`config.mk`:
```
export PLATFORM = sky130hd
export DESIGN_NAME = xid_decoder
export DESIGN_NICKNAME = d
export VERILOG_FILES = /design/src/rtl/xid_qphase.v /design/src/rtl/xid_decoder.v
export VERILOG_INCLUDE_DIRS = /design/src /design/src/rtl
export SDC_FILE = /design/constraint.sdc
export NUM_CORES = 1
export LEC_CHECK = 0
export ABC_AREA = 0
export BUFFER_PORTS_ARGS = -buffer_cell sky130_fd_sc_hd__buf_4
export CORE_MARGIN = 1
export CORE_UTILIZATION = 55
export CTS_CLUSTER_DIAMETER = 40
export CTS_CLUSTER_SIZE = 12
export DETAILED_ROUTE_END_ITERATION = 16
export PLACE_DENSITY = 0.86
export REMOVE_ABC_BUFFERS = 1
export SYNTH_ARGS = -nofsm -noshare
export SYNTH_HDL_FRONTEND = slang
export SYNTH_SLANG_ARGS = --single-unit
```
`constraint.sdc`:
```
create_clock -name clk -period 9 [get_ports clk]
set_input_delay 1.35 -clock clk [delete_from_list [all_inputs] [get_ports clk]]
set_output_delay 1.35 -clock clk [all_outputs]
set_load 0.02 [all_outputs]
```
`src/rtl/xid_regs.vh`:
```
// Constants for the extended instruction decoder: opcodes, phases, addressing limits.
// Assumes a 16-bit program word and a 12-bit data memory address.
`ifndef XID_REGS_VH
`define XID_REGS_VH

`define XID_PHASE_Q1        2'h0
`define XID_PHASE_Q2        2'h1
`define XID_PHASE_Q3        2'h2
`define XID_PHASE_Q4        2'h3

`define XID_OP_XOR_HI       6'h06
`define XID_OP_ADD_PTR      8'hE8
`define XID_OP_SUB_PTR      8'hE9
`define XID_OP_PUSH_LIT     8'hEA
`define XID_OP_MOVE         8'hEB
`define XID_OP_CALL_W       16'h0014
`define XID_OP_WORD2_HI     4'hF

`define XID_SEL_RETURN      2'h3
`define XID_INDEX_LIMIT     8'h5F
`define XID_ACCESS_HI_PAGE  4'hF
`define XID_ACCESS_LO_PAGE  4'h0

`define XID_RST_PTR         12'h000
`define XID_RST_WORKING_REGISTER        8'h00

`endif

```
`src/rtl/xid_qphase.v`:
```
// Quarter-cycle phase generator: Q1..Q4 repeat, one clock each.
// Assumes one core clock; phase restarts at Q1 after reset.
`include "xid_regs.vh"

module xid_qphase (
  input  wire       clk,
  input  wire       rst_n,
  output wire [1:0] phase
);
  reg [1:0] phase_reg;
  wire [1:0] phase_next;

  assign phase_next = phase_reg + 2'h1;
  assign phase      = phase_reg;

  always @(posedge clk) begin
    if (!rst_n) begin
      phase_reg <= `XID_PHASE_Q1;
    end else begin
      phase_reg <= phase_next;
    end
  end
endmodule

```
`src/rtl/xid_decoder.v`:
```
// Extended instruction decoder and executor for an 8-bit core.
// Assumes program memory holds prog_word stable through Q1 for address prog_addr,
// and data memory returns read data one clock after a read strobe.
// Functional notes
// - Extended behaviour stays off from reset and turns on only with the fuse set.
// - Standard opcodes decode always and the five extended opcodes only with the extension on.
// - Add or subtract a 6-bit literal to the chosen pointer in one cycle.
// - Add with selector 3 adds to pointer two, returns via stack top, two cycles, no flags.
// - Subtract with selector 3 subtracts from pointer two and returns, two cycles, no flags.
// - Opcode 0014h calls a target built from the working register in two cycles, no flags.
// - Move indexed-to-absolute copies the pointer-two source to a 12-bit address in two cycles.
// - Move indexed-to-indexed copies between two pointer-two locations in two cycles.
// - Push literal writes the byte at pointer two and then decrements it in one cycle.
// - Standard byte instructions may address relative to pointer two with the extension on.
// - Indexed addressing applies only with access bit 0, extension on and operand up to 5Fh.
// - Exclusive-or decodes in Q1, reads in Q2, computes in Q3 and writes in Q4.
`include "xid_regs.vh"

module xid_decoder #(
  parameter PC_W = 21
) (
  input  wire              clk,
  input  wire              rst_n,
  input  wire              extension_enable_fuse,
  input  wire [15:0]       prog_word,
  output wire [PC_W-1:0]   prog_addr,
  input  wire [PC_W-1:0]   top_of_return_stack,
  output wire              stack_push,
  output wire              stack_pop,
  output wire [PC_W-1:0]   stack_push_data,
  input  wire [PC_W-9:0]   pc_latch_hi,
  input  wire [3:0]        bank_select,
  output wire [11:0]       dmem_addr,
  output wire              dmem_rd,
  input  wire [7:0]        dmem_rdata,
  output wire              dmem_wr,
  output wire [7:0]        dmem_wdata,
  output wire [7:0]        working_register,
  output wire [11:0]       pointer_two,
  output wire              flag_zero,
  output wire              flag_negative,
  output wire              extension_active,
  output wire [1:0]        phase
);
  localparam ST_FIRST = 2'h0;
  localparam ST_NOP   = 2'h1;
  localparam ST_MOVE  = 2'h2;

  reg              fuse_s1_reg;
  reg              fuse_s2_reg;
  reg              ext_reg;
  reg [1:0]        state_reg;
  reg [15:0]       ir_reg;
  reg [15:0]       word2_reg;
  reg [PC_W-1:0]   pc_reg;
  reg [11:0]       ptr_reg [0:2];
  reg [7:0]        working_register_reg;
  reg [7:0]        opnd_reg;
  reg [7:0]        result_reg;
  reg              z_reg;
  reg              n_reg;
  reg [11:0]       dmem_addr_reg;
  reg              dmem_rd_reg;
  reg              dmem_wr_reg;
  reg [7:0]        dmem_wdata_reg;
  reg              push_reg;
  reg              pop_reg;
  reg [PC_W-1:0]   push_data_reg;

  wire [1:0]       ph;
  wire [15:0]      ir_now;
  wire [15:0]      w2_now;
  wire             dec_xor;
  wire             dec_add;
  wire             dec_sub;
  wire             dec_push;
  wire             dec_move;
  wire             dec_call;
  wire [1:0]       fsel;
  wire [11:0]      k6;
  wire             ret_variant;
  wire [11:0]      move_dest;
  wire [PC_W-1:0]  pc_inc;

  xid_qphase u_qphase (
    .clk   (clk),
    .rst_n (rst_n),
    .phase (ph)
  );

  // Pointer-two relative address from an unsigned offset.
  function [11:0] idx_addr;
    input [11:0] base;
    input [7:0]  off;
    begin
      idx_addr = base + {4'h0, off};
    end
  endfunction

  // Operand address of a byte instruction.
  function [11:0] file_addr;
    input [7:0]  f;
    input        a;
    input        ext;
    input [11:0] base;
    input [3:0]  bank;
    begin
      if (!a && ext && (f <= `XID_INDEX_LIMIT)) begin
        file_addr = idx_addr(base, f);
      end else if (a) begin
        file_addr = {bank, f};
      end else if (f > `XID_INDEX_LIMIT) begin
        file_addr = {`XID_ACCESS_HI_PAGE, f};
      end else begin
        file_addr = {`XID_ACCESS_LO_PAGE, f};
      end
    end
  endfunction

  // Word seen in Q1 comes straight from program memory, later from the latch.
  assign ir_now  = (ph == `XID_PHASE_Q1 && state_reg == ST_FIRST) ? prog_word : ir_reg;
  assign w2_now  = (ph == `XID_PHASE_Q1) ? prog_word : word2_reg;

  assign dec_xor  = (ir_now[15:10] == `XID_OP_XOR_HI);
  assign dec_add  = ext_reg && (ir_now[15:8] == `XID_OP_ADD_PTR);
  assign dec_sub  = ext_reg && (ir_now[15:8] == `XID_OP_SUB_PTR);
  assign dec_push = ext_reg && (ir_now[15:8] == `XID_OP_PUSH_LIT);
  assign dec_move = ext_reg && (ir_now[15:8] == `XID_OP_MOVE);
  assign dec_call = ext_reg && (ir_now == `XID_OP_CALL_W);

  assign fsel        = ir_now[7:6];
  assign k6          = {6'h00, ir_now[5:0]};
  assign ret_variant = (fsel == `XID_SEL_RETURN);
  assign pc_inc      = pc_reg + {{(PC_W-1){1'b0}}, 1'b1};

  assign move_dest = ir_reg[7] ? idx_addr(ptr_reg[2], {1'b0, w2_now[6:0]}) : w2_now[11:0];

  assign prog_addr        = pc_reg;
  assign stack_push       = push_reg;
  assign stack_pop        = pop_reg;
  assign stack_push_data  = push_data_reg;
  assign dmem_addr        = dmem_addr_reg;
  assign dmem_rd          = dmem_rd_reg;
  assign dmem_wr          = dmem_wr_reg;
  assign dmem_wdata       = dmem_wdata_reg;
  assign working_register = working_register_reg;
  assign pointer_two      = ptr_reg[2];
  assign flag_zero        = z_reg;
  assign flag_negative    = n_reg;
  assign extension_active = ext_reg;
  assign phase            = ph;

  always @(posedge clk) begin
    if (!rst_n) begin
      fuse_s1_reg    <= 1'b0;
      fuse_s2_reg    <= 1'b0;
      ext_reg        <= 1'b0;
      state_reg      <= ST_FIRST;
      ir_reg         <= 16'h0000;
      word2_reg      <= 16'h0000;
      pc_reg         <= {PC_W{1'b0}};
      ptr_reg[0]     <= `XID_RST_PTR;
      ptr_reg[1]     <= `XID_RST_PTR;
      ptr_reg[2]     <= `XID_RST_PTR;
      working_register_reg       <= `XID_RST_WORKING_REGISTER;
      opnd_reg       <= 8'h00;
      result_reg     <= 8'h00;
      z_reg          <= 1'b0;
      n_reg          <= 1'b0;
      dmem_addr_reg  <= 12'h000;
      dmem_rd_reg    <= 1'b0;
      dmem_wr_reg    <= 1'b0;
      dmem_wdata_reg <= 8'h00;
      push_reg       <= 1'b0;
      pop_reg        <= 1'b0;
      push_data_reg  <= {PC_W{1'b0}};
    end else begin
      fuse_s1_reg <= extension_enable_fuse;
      fuse_s2_reg <= fuse_s1_reg;
      if (ph == `XID_PHASE_Q4 && state_reg == ST_FIRST) begin
        ext_reg <= fuse_s2_reg;
      end
      case (ph)
        `XID_PHASE_Q1: begin
          if (state_reg == ST_FIRST) begin
            ir_reg <= prog_word;
            if (dec_xor) begin
              dmem_rd_reg   <= 1'b1;
              dmem_addr_reg <= file_addr(ir_now[7:0], ir_now[8], ext_reg, ptr_reg[2],
                                         bank_select);
            end else if (dec_move) begin
              dmem_rd_reg   <= 1'b1;
              dmem_addr_reg <= idx_addr(ptr_reg[2], {1'b0, ir_now[6:0]});
            end
          end else if (state_reg == ST_MOVE) begin
            word2_reg <= prog_word;
          end
        end
        `XID_PHASE_Q2: begin
          dmem_rd_reg <= 1'b0;
        end
        `XID_PHASE_Q3: begin
          if (state_reg == ST_FIRST) begin
            opnd_reg <= dmem_rdata;
            if (dec_xor) begin
              result_reg <= working_register_reg ^ dmem_rdata;
              if (ir_reg[9]) begin
                dmem_wr_reg    <= 1'b1;
                dmem_wdata_reg <= working_register_reg ^ dmem_rdata;
              end
            end else if (dec_push) begin
              dmem_wr_reg    <= 1'b1;
              dmem_addr_reg  <= ptr_reg[2];
              dmem_wdata_reg <= ir_reg[7:0];
            end else if ((dec_add || dec_sub) && ret_variant) begin
              pop_reg <= 1'b1;
            end else if (dec_call) begin
              push_reg      <= 1'b1;
              push_data_reg <= pc_inc;
            end
          end else if (state_reg == ST_MOVE) begin
            dmem_wr_reg    <= 1'b1;
            dmem_addr_reg  <= move_dest;
            dmem_wdata_reg <= opnd_reg;
          end
        end
        default: begin
          dmem_wr_reg <= 1'b0;
          push_reg    <= 1'b0;
          pop_reg     <= 1'b0;
          case (state_reg)
            ST_FIRST: begin
              pc_reg <= pc_inc;
              state_reg <= ST_FIRST;
              if (dec_xor) begin
                if (!ir_reg[9]) begin
                  working_register_reg <= result_reg;
                end
                z_reg <= (result_reg == 8'h00);
                n_reg <= result_reg[7];
              end
              if (dec_add) begin
                if (ret_variant) begin
                  ptr_reg[2] <= ptr_reg[2] + k6;
                  pc_reg     <= top_of_return_stack;
                  state_reg  <= ST_NOP;
                end else begin
                  ptr_reg[fsel] <= ptr_reg[fsel] + k6;
                end
              end
              if (dec_sub) begin
                if (ret_variant) begin
                  ptr_reg[2] <= ptr_reg[2] - k6;
                  pc_reg     <= top_of_return_stack;
                  state_reg  <= ST_NOP;
                end else begin
                  ptr_reg[fsel] <= ptr_reg[fsel] - k6;
                end
              end
              if (dec_push) begin
                ptr_reg[2] <= ptr_reg[2] - 12'h001;
              end
              if (dec_call) begin
                pc_reg    <= {pc_latch_hi, working_register_reg};
                state_reg <= ST_NOP;
              end
              if (dec_move) begin
                state_reg <= ST_MOVE;
              end
            end
            ST_MOVE: begin
              pc_reg    <= pc_inc;
              state_reg <= ST_FIRST;
            end
            default: begin
              state_reg <= ST_FIRST;
            end
          endcase
        end
      endcase
    end
  end
endmodule

```
# After elaboration in Yosys (flattened, before gate mapping)
# Memory sizes are Yosys's and may differ from the RTL's.
# Cells that the tools add are included.
[totals]
wordCells = 194
mem_count = 1
latchBits = 0
in_bits = 65
out_inout_bits = 91
ramBits = 36
reg_bits = 127
rom_bits = 0
[classes]
n_shift = 0
n_bitwise = 12
multipliers = 0
addsub = 10
n_eq_ne = 26
magnitude_cmp = 2
reduce_logical = 35
n_mux = 88
div_mod_pow = 0
[memory_table]
columns = ["name", "depth", "width", "rd", "rd_ports_with_merged_regs", "write_ports", "line_no", "rtl"]
rows = [
  ["ptr_reg", 3, 12, 2, 0, 3, "xid_decoder.v:56", "reg [11:0] ptr_reg [0:2];"],
]
[op_table]
columns = ["op", "n"]
rows = [
  ["12-bit 2-to-1 mux", 17],
  ["21-bit 2-to-1 mux", 5],
  ["1-bit 2-to-1 mux", 48],
  ["21-bit case mux with 2 select lines", 1],
  ["8-bit 2-to-1 mux", 5],
  ["8-bit == test, second input constant", 4],
  ["12-bit by 6-bit adder with 12-bit output", 2],
  ["12-bit by 7-bit adder with 12-bit output", 2],
  ["12-bit case mux with 2 select lines", 1],
  ["12-bit by 6-bit subtractor with 12-bit output", 2],
  ["21-bit by 1-bit adder with 21-bit output, second input constant", 1],
  ["3-bit inequality test, second input constant", 6],
  ["6-bit AND reduction", 3],
  ["16-bit by 5-bit == test with 1-bit output, second input constant", 1],
  ["16-bit 2-to-1 mux", 1],
  ["12-bit by 8-bit adder with 12-bit output", 1],
  ["2-bit 2-to-1 mux", 6],
  ["2-bit inequality test, second input constant", 6],
  ["3-bit AND reduction", 4],
  ["4-bit AND reduction", 3],
  ["12-bit OR reduction", 1],
  ["12-bit by 1-bit subtractor with 12-bit output, second input constant", 1],
  ["1-bit logical AND", 10],
  ["2-bit == test, second input constant", 4],
  ["20 further kinds", 38],
]

# Logic depth before layout (Yosys ltp)
# Gate-level depths: netlist (run 1).
[logic_depth]
depth_word = 13
ltp_mapped = 24

# Hierarchy
# A second synthesis (run 1) with hierarchy kept.
[unflattened]
cells_unflattened = 1286
hier_area_um2 = 10971.8
[by_module_without_submodules]
columns = ["mod", "n_inst", "area_per_inst_um2", "cells_each"]
rows = [
  ["xid_decoder", 1, 10908.0, 1281],
  ["xid_qphase", 1, 63.8, 5],
]

# Least setup slack after synthesis (run 1)
# Ideal clock, no wire load.
[synth_timing]
path_type = "flip-flop to flip-flop"
from = "register u_qphase.phase_reg[0], in the netlist u_qphase.phase[0]"
to = "memory ptr_reg[2][11], data pin"
setup_ns = 0.256
n_path_buf = 4
path_slack_ns = 3.927
stages_incl_launch_ff = 23
t_arrival_ns = 4.817
required_time_ns = 8.744
path_cell_list = "dfxtp_1 inv_1 ha_1 or3b_1 buf_6 buf_6 clkbuf_1 clkbuf_1 mux2i_1 ha_1 nand2_1 nor2_1 nor2_1 xnor2_1 ha_1 and2_1 or4_1 o221ai_1 o21ai_0 a31oi_1 xnor2_1 or2_1 a21oi_1"
[synth_rtl]
columns = ["element", "line_no", "rtl"]
rows = [
  ["start, declared", "xid_qphase.v:10", "reg [1:0] phase_reg;"],
  ["start signal, assigned", "xid_qphase.v:18", "phase_reg <= `XID_PHASE_Q1;"],
  ["start signal, assigned", "xid_qphase.v:20", "phase_reg <= phase_next;"],
  ["end, declared", "xid_decoder.v:56", ""],
]

==> metrics.md, run 1 <==
| Metric | Value |
|---|---|
| Status | finished, final reports clean |
| Overall power | 2.16 mW |
| Sw frac | 0.329 |
| Worst min-delay path category | reg2reg |
| Drt initial violations | 1,048 |
| Post-Synthesis Cells | 1,350 |
| Least-Margin Pin Slew | 1030 ps |
| Ant diodes | 0 |
| Worst path bufs/invs | 2 |
| Final Cell Area | 13,000 µm² |
| Syn. warnings | 0 |
| Critical Path Fanout Max | 22 |
| First-pass GRT wire length | 52.3 mm |
| Gr usage total | 0.327 |
| Period utilization | 0.682 |
| Clock Power Share | 0.333 |
| Post-CTS Setup Bufs | 0 |
| Drt via density | 6.16 |
| Pre-CTS WS | 3040 ps |
| Final nets | 1,580 |
| Share of layout cells above drive strength 1 | 0.161 |
| Final core occ | 0.661 |
| Slew Limit Fails | 0 |
| Final Skew | 13.4 ps |
| Critical path startpoint category | flop |
| Critical-path top delay cell | ha_1 |
| Clk_lat worst skew | 450 ps |
| TritonRoute pass-1 iters | 8 |
| Commonest non-fill, non-tap cell in the layout | nand2_1 |
| VDD IR max | 152 µV |
| CP Cell Sequence | inv_1, ha_1, or3b_1, buf_4, mux2i_1, o211a_1, and3_1, or3_1, nand3_1, ha_1, o21ai_0, a21oi_1, o21ai_0, o21ai_0, xnor2_1, o21ai_0, o21ai_1, nor2_1 |
| Core box area | 19,700 µm² |
| Clock-pin transition on the worst setup and hold timing paths | 70 ps |
| Full die area | 20,900 µm² |
| Setup crit end kind | flop |
| Crit-path max cell delay | 780 ps |
| Sequential element share of the synthesized area | 0.356 |
| Post-DP HPWL | 24.1 mm |
| Hold WS | 453 ps |
| Total number of vias | 10.7k |
| Largest net degree at the start of global routing | 104 |
| Top Family by Delay on Critical Path | compound AO/OA/AOI/OAI gates |
| Area growth from synthesis to layout | 16.4% |
| Cells after DPL | 1,711 |
| NetSw | 0.710 mW |
| Mapped Avg Cell Area | 8.29 µm² |
| Cell Int Power | 1.45 mW |
| Placed cell areas | 12,500 µm² |
| Most frequent cells in the layout | 205 x nand2_1, 164 x buf_4, 127 x dfxtp_1, 102 x nor2_1, 85 x a21oi_1 |
| DRT met1 WL | 13.0 mm |
| Starting Density | 0.568 |
| Syn Std Cell Area | 11,200 µm² |
| Die Ht | 145 µm |
| CP Data Arrival Time | 6320 ps |
| Worst setup margin | 2860 ps |
| TritonCTS Sinks | 175 |
| Post-synth EDFFs | 48 |
| FFs w/ async S/R, synth | 0 |
| Row count | 51 |
| Vias in the first global route | 10.1k |
| RSZ-0062 raised after global routing | no |
| Minimum clock period | 6140 ps |
| Antenna-violating nets left | 0 |
| Maximum clock path buffer count | 2 |
| Gr ovfl total | 0 |
| Power density cells | 166 nW/µm² |
| Lkg Pwr | 5.61 nW |
| GPL Wtd Cong | 0.971 |
| Initial antenna violation count | 0 |
| Io pins | 156 |
| Routed wl met3 | 3.34 mm |
| IO buf count | 155 |
| Max Used Layer | met4 |
| Max Cap Violations | 0 |
| Fin. Hold Viols | 0 |
| H-tree level count | 4 |
| Comb power frac | 0.258 |
| Avg WL per Cell | 19.3 µm |
| Worst rel slew slack | 0.311 |
| Max reg flops | 48 |
| Final WL | 33.7 mm |
| Post-CTS resize count | 0 |
| Wire length on met2 | 16.0 mm |
| Final setup violation count | 0 |
| CP Class | reg2reg |
| Post-route insts no fill | 1,743 |
| Setup TNS | 0 ps |
| Synth cell types | 83 |
| Most frequent CP cell | o21ai_0 |
| TritonCTS clock tree | yes |
| DRC violation count after routing | 0 |
| WP data required | 9180 ps |
| Top FF cell, synth | dfxtp_1 |
| Die span in x | 145 µm |
| Hold-fix buffers, CTS | 0 |
| TritonCTS buffer count | 17 |
| Sequential power share | 0.409 |
| Flops & latches, synth | 175 |
| Root buffer cell | clkbuf_16 |
| FMAX | 0.163 GHz |
-- worst paths after layout --
kind	depth (start not counted)	end	from	slack, ps
setup / recovery	18	ptr_reg[1][9]	u_qphase.phase[0]	2860
hold / removal	2	stack_push_data[15]	stack_push_data[15]	450
setup reg to reg	18	ptr_reg[1][9]	u_qphase.phase[0]	2860
hold reg to reg	2	stack_push_data[15]	stack_push_data[15]	450
-- synthesized netlist by cell type (all sizes together) (7+ instances only) --
library cell    n  area [µm²]
and2           25         159
a21o            8        60.1
nor2          104         395
buf            18         110
o211ai         17         128
o21a            7        52.6
o21ai          84         420
o211a          26         260
xor2           24         210
and3           18         113
nand2b         26         163
inv            43         161
xnor2          43         377
a21oi          86         430
clkbuf         61         229
dfxtp         127        2540
mux2i          45         489
or3             7        43.8
a211oi         17         153
edfxtp         48        1440
nor4           13         103
mux2           11         124
a31oi          18         113
ha             46         576
nand3          42         215
a21boi         27         203
nor2b          40         250
nand2         207         782
nor3           26         141
o22ai           9        56.3
-- per-layer routing --
layer  global-route usage  vias up
met2                0.544      583
met5                    0        -
met3               0.0582      104
met4                0.161        0
met1                0.409     5053
li1                     -     4997
-- tightest hold or removal path, cell delays in order (launching register included) --
cell	delay (ps)
dfxtp_1	310
nand2_1	50
a21boi_1	50
-- layout make-up --
type	count	area [µm²]
Clock inverter	12	101
Multi-Input combinational cell	1063	6750
Clock buffer	20	457
Fill cell	1604	6690
Timing Repair Buffer	164	1230
Inverter	44	165
Sequential cell	175	3980
Tap cell	265	332
-- power by group through the flow --
| stage | clock [mW] | sequential [mW] | combinational (mW) |
|---|---|---|---|
| floorplan | 0 | 0.902 | 0.370 |
| global route | 0.752 | 0.885 | 0.610 |
| finish | 0.719 | 0.882 | 0.557 |
| detailed placement | 0 | 0.898 | 0.541 |
| global placement | 0 | 0.897 | 0.525 |
| CTS | 0.720 | 0.881 | 0.548 |
-- cell families after synthesis --
kind of cell | count (synthesis) | synth area share
AND/OR/NAND/NOR | 537 | 0.230
AO/OA/AOI/OAI | 341 | 0.203
flip-flops | 175 | 0.356
buffers and inverters | 123 | 0.0451
XOR/XNOR | 67 | 0.0524
multiplexers | 56 | 0.0548
adder cells (fa/ha/maj) | 50 | 0.0586
other | 1 | 0.000335
(Power assumes the default switching activity.)
==> run 2: changes to the inputs <==
==> constraint.sdc (replaced) <==
create_clock -name clk -period 6.2 [get_ports clk]
set_input_delay 0.93 -clock clk [delete_from_list [all_inputs] [get_ports clk]]
set_output_delay 0.93 -clock clk [all_outputs]
set_load 0.02 [all_outputs]
==> metrics.md, run 2 (same netlist as run 1, synthesis figures left out) <==
| Metric | Value |
|---|---|
| Total number of vias | 10.8k (+0.66%) |
| Critical Path Fanout Max | 22 (unchanged) |
| WP data required | 6370 ps (-2810 ps) |
| Post-CTS Setup Bufs | 0 (unchanged) |
| Worst setup margin | 951 ps (-1910 ps) |
| Gr usage total | 0.326 (-0.00155) |
| Avg WL per Cell | 19.3 µm (+0.16%) |
| Setup crit end kind | flop |
| Power density cells | 241 nW/µm² (+45%) |
| Most frequent CP cell | ha_1 |
| Starting Density | 0.568 (unchanged) |
| Max reg flops | 48 (unchanged) |
| Status | finished, final reports clean |
| Ant diodes | 0 (unchanged) |
| Area growth from synthesis to layout | 16.9% |
| Maximum clock path buffer count | 2 (unchanged) |
| Minimum clock period | 5250 ps (-893 ps) |
| Full die area | 20,900 µm² (unchanged) |
| DRC violation count after routing | 0 (unchanged) |
| Slew Limit Fails | 0 (unchanged) |
| Pre-CTS WS | 1080 ps (-1960 ps) |
| Post-DP HPWL | 24.6 mm (+1.9%) |
| CP Class | reg2reg |
| Core box area | 19,700 µm² (unchanged) |
| GPL Wtd Cong | 0.932 (-4.0%) |
| Worst rel slew slack | 0.352 (+0.0413) |
| Share of layout cells above drive strength 1 | 0.164 (+0.00317) |
| Row count | 51 (unchanged) |
| Die span in x | 145 µm (unchanged) |
| Max Cap Violations | 0 (unchanged) |
| Largest net degree at the start of global routing | 78 (-25%) |
| TritonCTS buffer count | 17 (unchanged) |
| Sequential cell area | 3980 µm² (unchanged) |
| Fin. Hold Viols | 0 (unchanged) |
| Gr ovfl total | 0 (unchanged) |
| Most frequent cells in the layout | 205 x nand2_1, 172 x buf_4, 127 x dfxtp_1, 102 x nor2_1, 85 x a21oi_1 |
| Worst min-delay path category | reg2reg |
| Vias in the first global route | 10.1k (-0.28%) |
| Clk_lat worst skew | 440 ps (about the same) |
| Final Skew | 13.9 ps (+0.487 ps) |
| Crit-path max cell delay | 410 ps (-370 ps) |
| Final setup violation count | 0 (unchanged) |
| H-tree level count | 4 (unchanged) |
| TritonCTS Sinks | 175 (unchanged) |
| Final nets | 1,588 (+0.51%) |
| Drt initial violations | 1,083 (+3.3%) |
| Hold-fix buffers, CTS | 0 (unchanged) |
| Io pins | 156 (unchanged) |
| Lkg Pwr | 5.65 nW (+0.70%) |
| Clock-pin transition on the worst setup and hold timing paths | 70 ps (about the same) |
| Commonest non-fill, non-tap cell in the layout | nand2_1 |
| Post-CTS resize count | 0 (unchanged) |
| Die Ht | 145 µm (unchanged) |
| Worst path bufs/invs | 3 (+1) |
| Period utilization | 0.847 (+0.164) |
| Critical path startpoint category | flop |
| Final WL | 33.9 mm (+0.62%) |
| Drt via density | 6.17 (+0.20%) |
| First-pass GRT wire length | 52.1 mm (-0.48%) |
| RSZ-0062 raised after global routing | no |
| FMAX | 0.191 GHz (+17%) |
| Antenna-violating nets left | 0 (unchanged) |
| Multi-input logic area | 6750 µm² (unchanged) |
| CP Data Arrival Time | 5420 ps (-900 ps) |
| TritonCTS clock tree | yes |
| IO buf count | 155 (unchanged) |
| Initial antenna violation count | 0 (unchanged) |
| VDD IR max | 187 µV (+23%) |
| CP Cell Sequence | inv_1, ha_1, buf_4, or3b_1, buf_4, mux2i_1, ha_1, nand2_1, nor2_1, nor2_1, xnor2_1, ha_1, and2_1, or4_1, o221ai_1, o21ai_0, a31oi_1, xnor2_1, or2_1, a21oi_1 |
| Least-Margin Pin Slew | 969 ps (-65.6 ps) |
| Critical-path top delay cell | mux2i_1 |
| # fillers | 1,614 (+0.62%) |
| Overall power | 3.15 mW (+46%) |
| Top Family by Delay on Critical Path | simple AND/OR/NAND/NOR gates |
| TritonRoute pass-1 iters | 5 (-3) |
| Root buffer cell | clkbuf_16 |
==> run 2: routing by layer <==
layer,wire length (µm),share of wire,vias to the layer above,global-route usage
met3,2920,0.086,94,0.0596
met2,16400,0.48,550,0.559
li1,-,-,5027,-
met4,1110,0.033,0,0.130
met5,0,0,-,0
met1,13500,0.40,5137,0.403
==> run 2: final timing paths <==
path,startpoint,endpoint,slack [ps],cells after the start
worst min register to register,fuse_s1_reg,fuse_s2_reg,450,1
worst max register to register,u_qphase.phase[0],ptr_reg[2][11],950,20
worst min-delay path,fuse_s1_reg,fuse_s2_reg,450,1
worst max-delay path,u_qphase.phase[0],ptr_reg[2][11],950,20
==> run 2: stage by stage <==
stage                util  TNS, ps  area (µm²)  instances  hold WS [ps]
finish              0.664        0       13100       1751           446
global route        0.664        0       13100       1751           466
CTS                 0.664        0       13100       1751           454
detailed placement  0.635        0       12500       1719           445
global placement    0.635        0       12500       1719           431
floorplan               -     -758       10900       1282           412
==> run 2: where the power goes <==
group / internal, mW / leakage, nW / switching, mW
clock: 0.569 / 0.270 / 0.481
sequential: 1.23 / 1.52 / 0.0462
combinational: 0.332 / 3.86 / 0.486
==> run 2: final cells by class <==
cell class                 count  share of cell area
multi-input combinational   1063               0.516
sequential                   175               0.304
timing repair buffer         172              0.0987
clock buffer                  21              0.0344
tap                          265              0.0253
inverter                      44              0.0126
clock inverter                11             0.00822
==> run 2: worst reg2reg max path: cells and delay by family, from the launching register on <==
kind	cells	cell delay, ps
buffers and inverters	3	610
XOR/XNOR	2	410
multiplexers	1	420
AND/OR/NAND/NOR	7	1690
flip-flops	1	370
AO/OA/AOI/OAI	4	740
adder cells (fa/ha/maj)	3	750
==> run 3: changes to the inputs <==
--- a/config.mk
+++ b/config.mk
@@ -9,7 +9,7 @@
 export ABC_AREA = 0
 export BUFFER_PORTS_ARGS = -buffer_cell sky130_fd_sc_hd__buf_4
 export CORE_MARGIN = 1
-export CORE_UTILIZATION = 55
+export CORE_UTILIZATION = 53
 export CTS_CLUSTER_DIAMETER = 40
 export CTS_CLUSTER_SIZE = 12
 export DETAILED_ROUTE_END_ITERATION = 16
==> constraint.sdc (replaced) <==
create_clock -name clk -period 4.8 [get_ports clk]
set_input_delay 0.72 -clock clk [delete_from_list [all_inputs] [get_ports clk]]
set_output_delay 0.72 -clock clk [all_outputs]
set_load 0.02 [all_outputs]
==> metrics.md, run 3 (same netlist as run 1, synthesis figures left out) <==
| Metric | Value |
|---|---|
| Vias in the first global route | 10.4k (+3.1%) |
| Initial antenna violation count | 0 (unchanged) |
| TritonRoute pass-1 iters | 6 (+1) |
| Post-CTS Setup Bufs | 0 (unchanged) |
| Max Used Layer | met4 |
| Least-Margin Pin Slew | 1180 ps (+215 ps) |
| TritonCTS clock tree | yes |
| Commonest non-fill, non-tap cell in the layout | nand2_1 |
| Routed wl met3 | 3.21 mm (+9.9%) |
| Starting Density | 0.546 (-0.0215) |
| Critical Path Fanout Max | 15 (-32%) |
| Critical path startpoint category | flop |
| Full die area | 21,700 µm² (+3.7%) |
| Max Cap Violations | 0 (unchanged) |
| Hold-fix buffers, CTS | 0 (unchanged) |
| Status | finished, final reports clean |
| Lkg Pwr | 5.75 nW (+1.7%) |
| FMAX | 0.221 GHz (+16%) |
| WP data required | 5070 ps (-1300 ps) |
| Slew Limit Fails | 0 (unchanged) |
| Area growth from synthesis to layout | 18.5% |
| Wire length on met2 | 15.6 mm (-4.4%) |
| Reg-to-reg startpoint | u_qphase.phase[1] |
| DRC violation count after routing | 0 (unchanged) |
| Die span in x | 147 µm (+1.8%) |
| Largest net degree at the start of global routing | 88 (+13%) |
| Max reg flops | 48 (unchanged) |
| RSZ-0062 raised after global routing | no |
| TritonCTS Sinks | 175 (unchanged) |
| Final setup violation count | 0 (unchanged) |
| H-tree level count | 4 (unchanged) |
| Maximum clock path buffer count | 2 (unchanged) |
| Die Ht | 147 µm (+1.8%) |
| Most frequent cells in the layout | 205 x nand2_1, 184 x buf_4, 127 x dfxtp_1, 101 x nor2_1, 85 x a21oi_1 |
| GPL Wtd Cong | 0.970 (+4.1%) |
| Io pins | 156 (unchanged) |
| Ant diodes | 0 (unchanged) |
| Hold WS | 433 ps (-12.1 ps) |
| Reg-to-Reg End | ptr_reg[2][11] |
| Worst-case reg-to-reg path depth | 17 (-15%) |
| Gr usage total | 0.315 (-0.0102) |
| Final nets | 1,600 (+0.76%) |
| VDD IR max | 224 µV (+20%) |
| Row count | 52 (+2.0%) |
| Drt initial violations | 1,210 (+12%) |
| Fin. Hold Viols | 0 (unchanged) |
| # fillers | 1,656 (+2.6%) |
| CP Data Arrival Time | 4790 ps (-630 ps) |
| First-pass GRT wire length | 53.9 mm (+3.6%) |
| CP endpoint | ptr_reg[2][11] |
| Core box area | 20,500 µm² (+3.9%) |
| IO buf count | 155 (unchanged) |
| Root buffer cell | clkbuf_16 |
| Share of layout cells above drive strength 1 | 0.174 (+0.0100) |
| Crit path launch | u_qphase.phase[1] |
| R2r setup slk | 270 ps (-680 ps) |
| CP Class | reg2reg |
| Avg WL per Cell | 19.2 µm (-0.54%) |
| Power density cells | 317 nW/µm² (+32%) |
| Antenna-violating nets left | 0 (unchanged) |
| Overall power | 4.20 mW (+33%) |
| Worst min-delay path category | reg2reg |
| Final WL | 34.0 mm (+0.42%) |
| Setup crit end kind | flop |
| Period utilization | 0.943 (+0.0964) |
| Total number of vias | 11.0k (+1.7%) |
| Minimum clock period | 4530 ps (-723 ps) |
| TritonCTS buffer count | 17 (unchanged) |
| Drt via density | 6.22 (+0.71%) |
| Worst rel slew slack | 0.208 (-0.144) |
| DRT met1 WL | 14.0 mm (+3.8%) |
| Gr ovfl total | 0 (unchanged) |
| Post-DP HPWL | 24.6 mm (+0.29%) |
| Clk_lat worst skew | 450 ps (about the same) |
| Clock-pin transition on the worst setup and hold timing paths | 70 ps (about the same) |
| Final Skew | 13.0 ps (-0.941 ps) |
## run 3: per-stage QoR
stage,worst slack [ps],TNS (ps),util,std cells,instance area [µm²]
after floorplan,-1550,-53240,-,1282,10900
after global placement,385,0,0.616,1736,12600
after detailed placement,250,0,0.616,1736,12600
after CTS,192,0,0.647,1768,13300
after global routing,22.8,0,0.647,1768,13300
final,274,0,0.647,1768,13300
## run 3: worst min-delay path by stage
stage	from	end	cells past startpoint
5_1_grt	stack_push_data[12]	stack_push_data[12]	2
6_report	fuse_s1_reg	fuse_s2_reg	1
3_5_place_dp	fuse_s1_reg	fuse_s2_reg	1
3_3_place_gp	fuse_s1_reg	fuse_s2_reg	1
2_1_floorplan	fuse_s1_reg	fuse_s2_reg	1
4_1_cts	fuse_s1_reg	fuse_s2_reg	1
## run 3: where the power goes
group / internal [mW] / switching [mW]
combinational: 0.442 / 0.640
sequential: 1.59 / 0.0559
clock: 0.791 / 0.679
## run 3: cell type report
type,instances,area [µm²],area share
Timing Repair Buffer,184,1380,0.104
Tap cell,270,338,0.0255
Sequential cell,175,3980,0.300
Clock inverter,13,166,0.0126
Clock buffer,19,464,0.0350
Multi-Input combinational cell,1063,6760,0.510
Inverter,44,165,0.0125
## run 3: timing repair
action                                  4_1_cts  5_1_grt
endpoints found under the setup margin        0       10
endpoints found under the hold margin         0        0
resized for setup                             0        4
## run 3: metal layers
layer,vias up,track usage
met5,-,0
met3,109,0.0559
met2,622,0.501
li1,5051,-
met1,5208,0.421
met4,0,0.136
## run 3: worst max-delay path, stage by stage, from the launching register on
cell	delay (ps)
dfxtp_1	350
inv_1	90
ha_1	180
or3b_4	440
buf_4	230
nor4_4	340
o221a_2	390
nor2_1	90
xnor2_1	130
ha_1	330
and2_1	180
or4_1	390
o221ai_1	230
o21ai_0	190
a31oi_1	230
xnor2_1	110
or2_1	240
a21oi_1	200
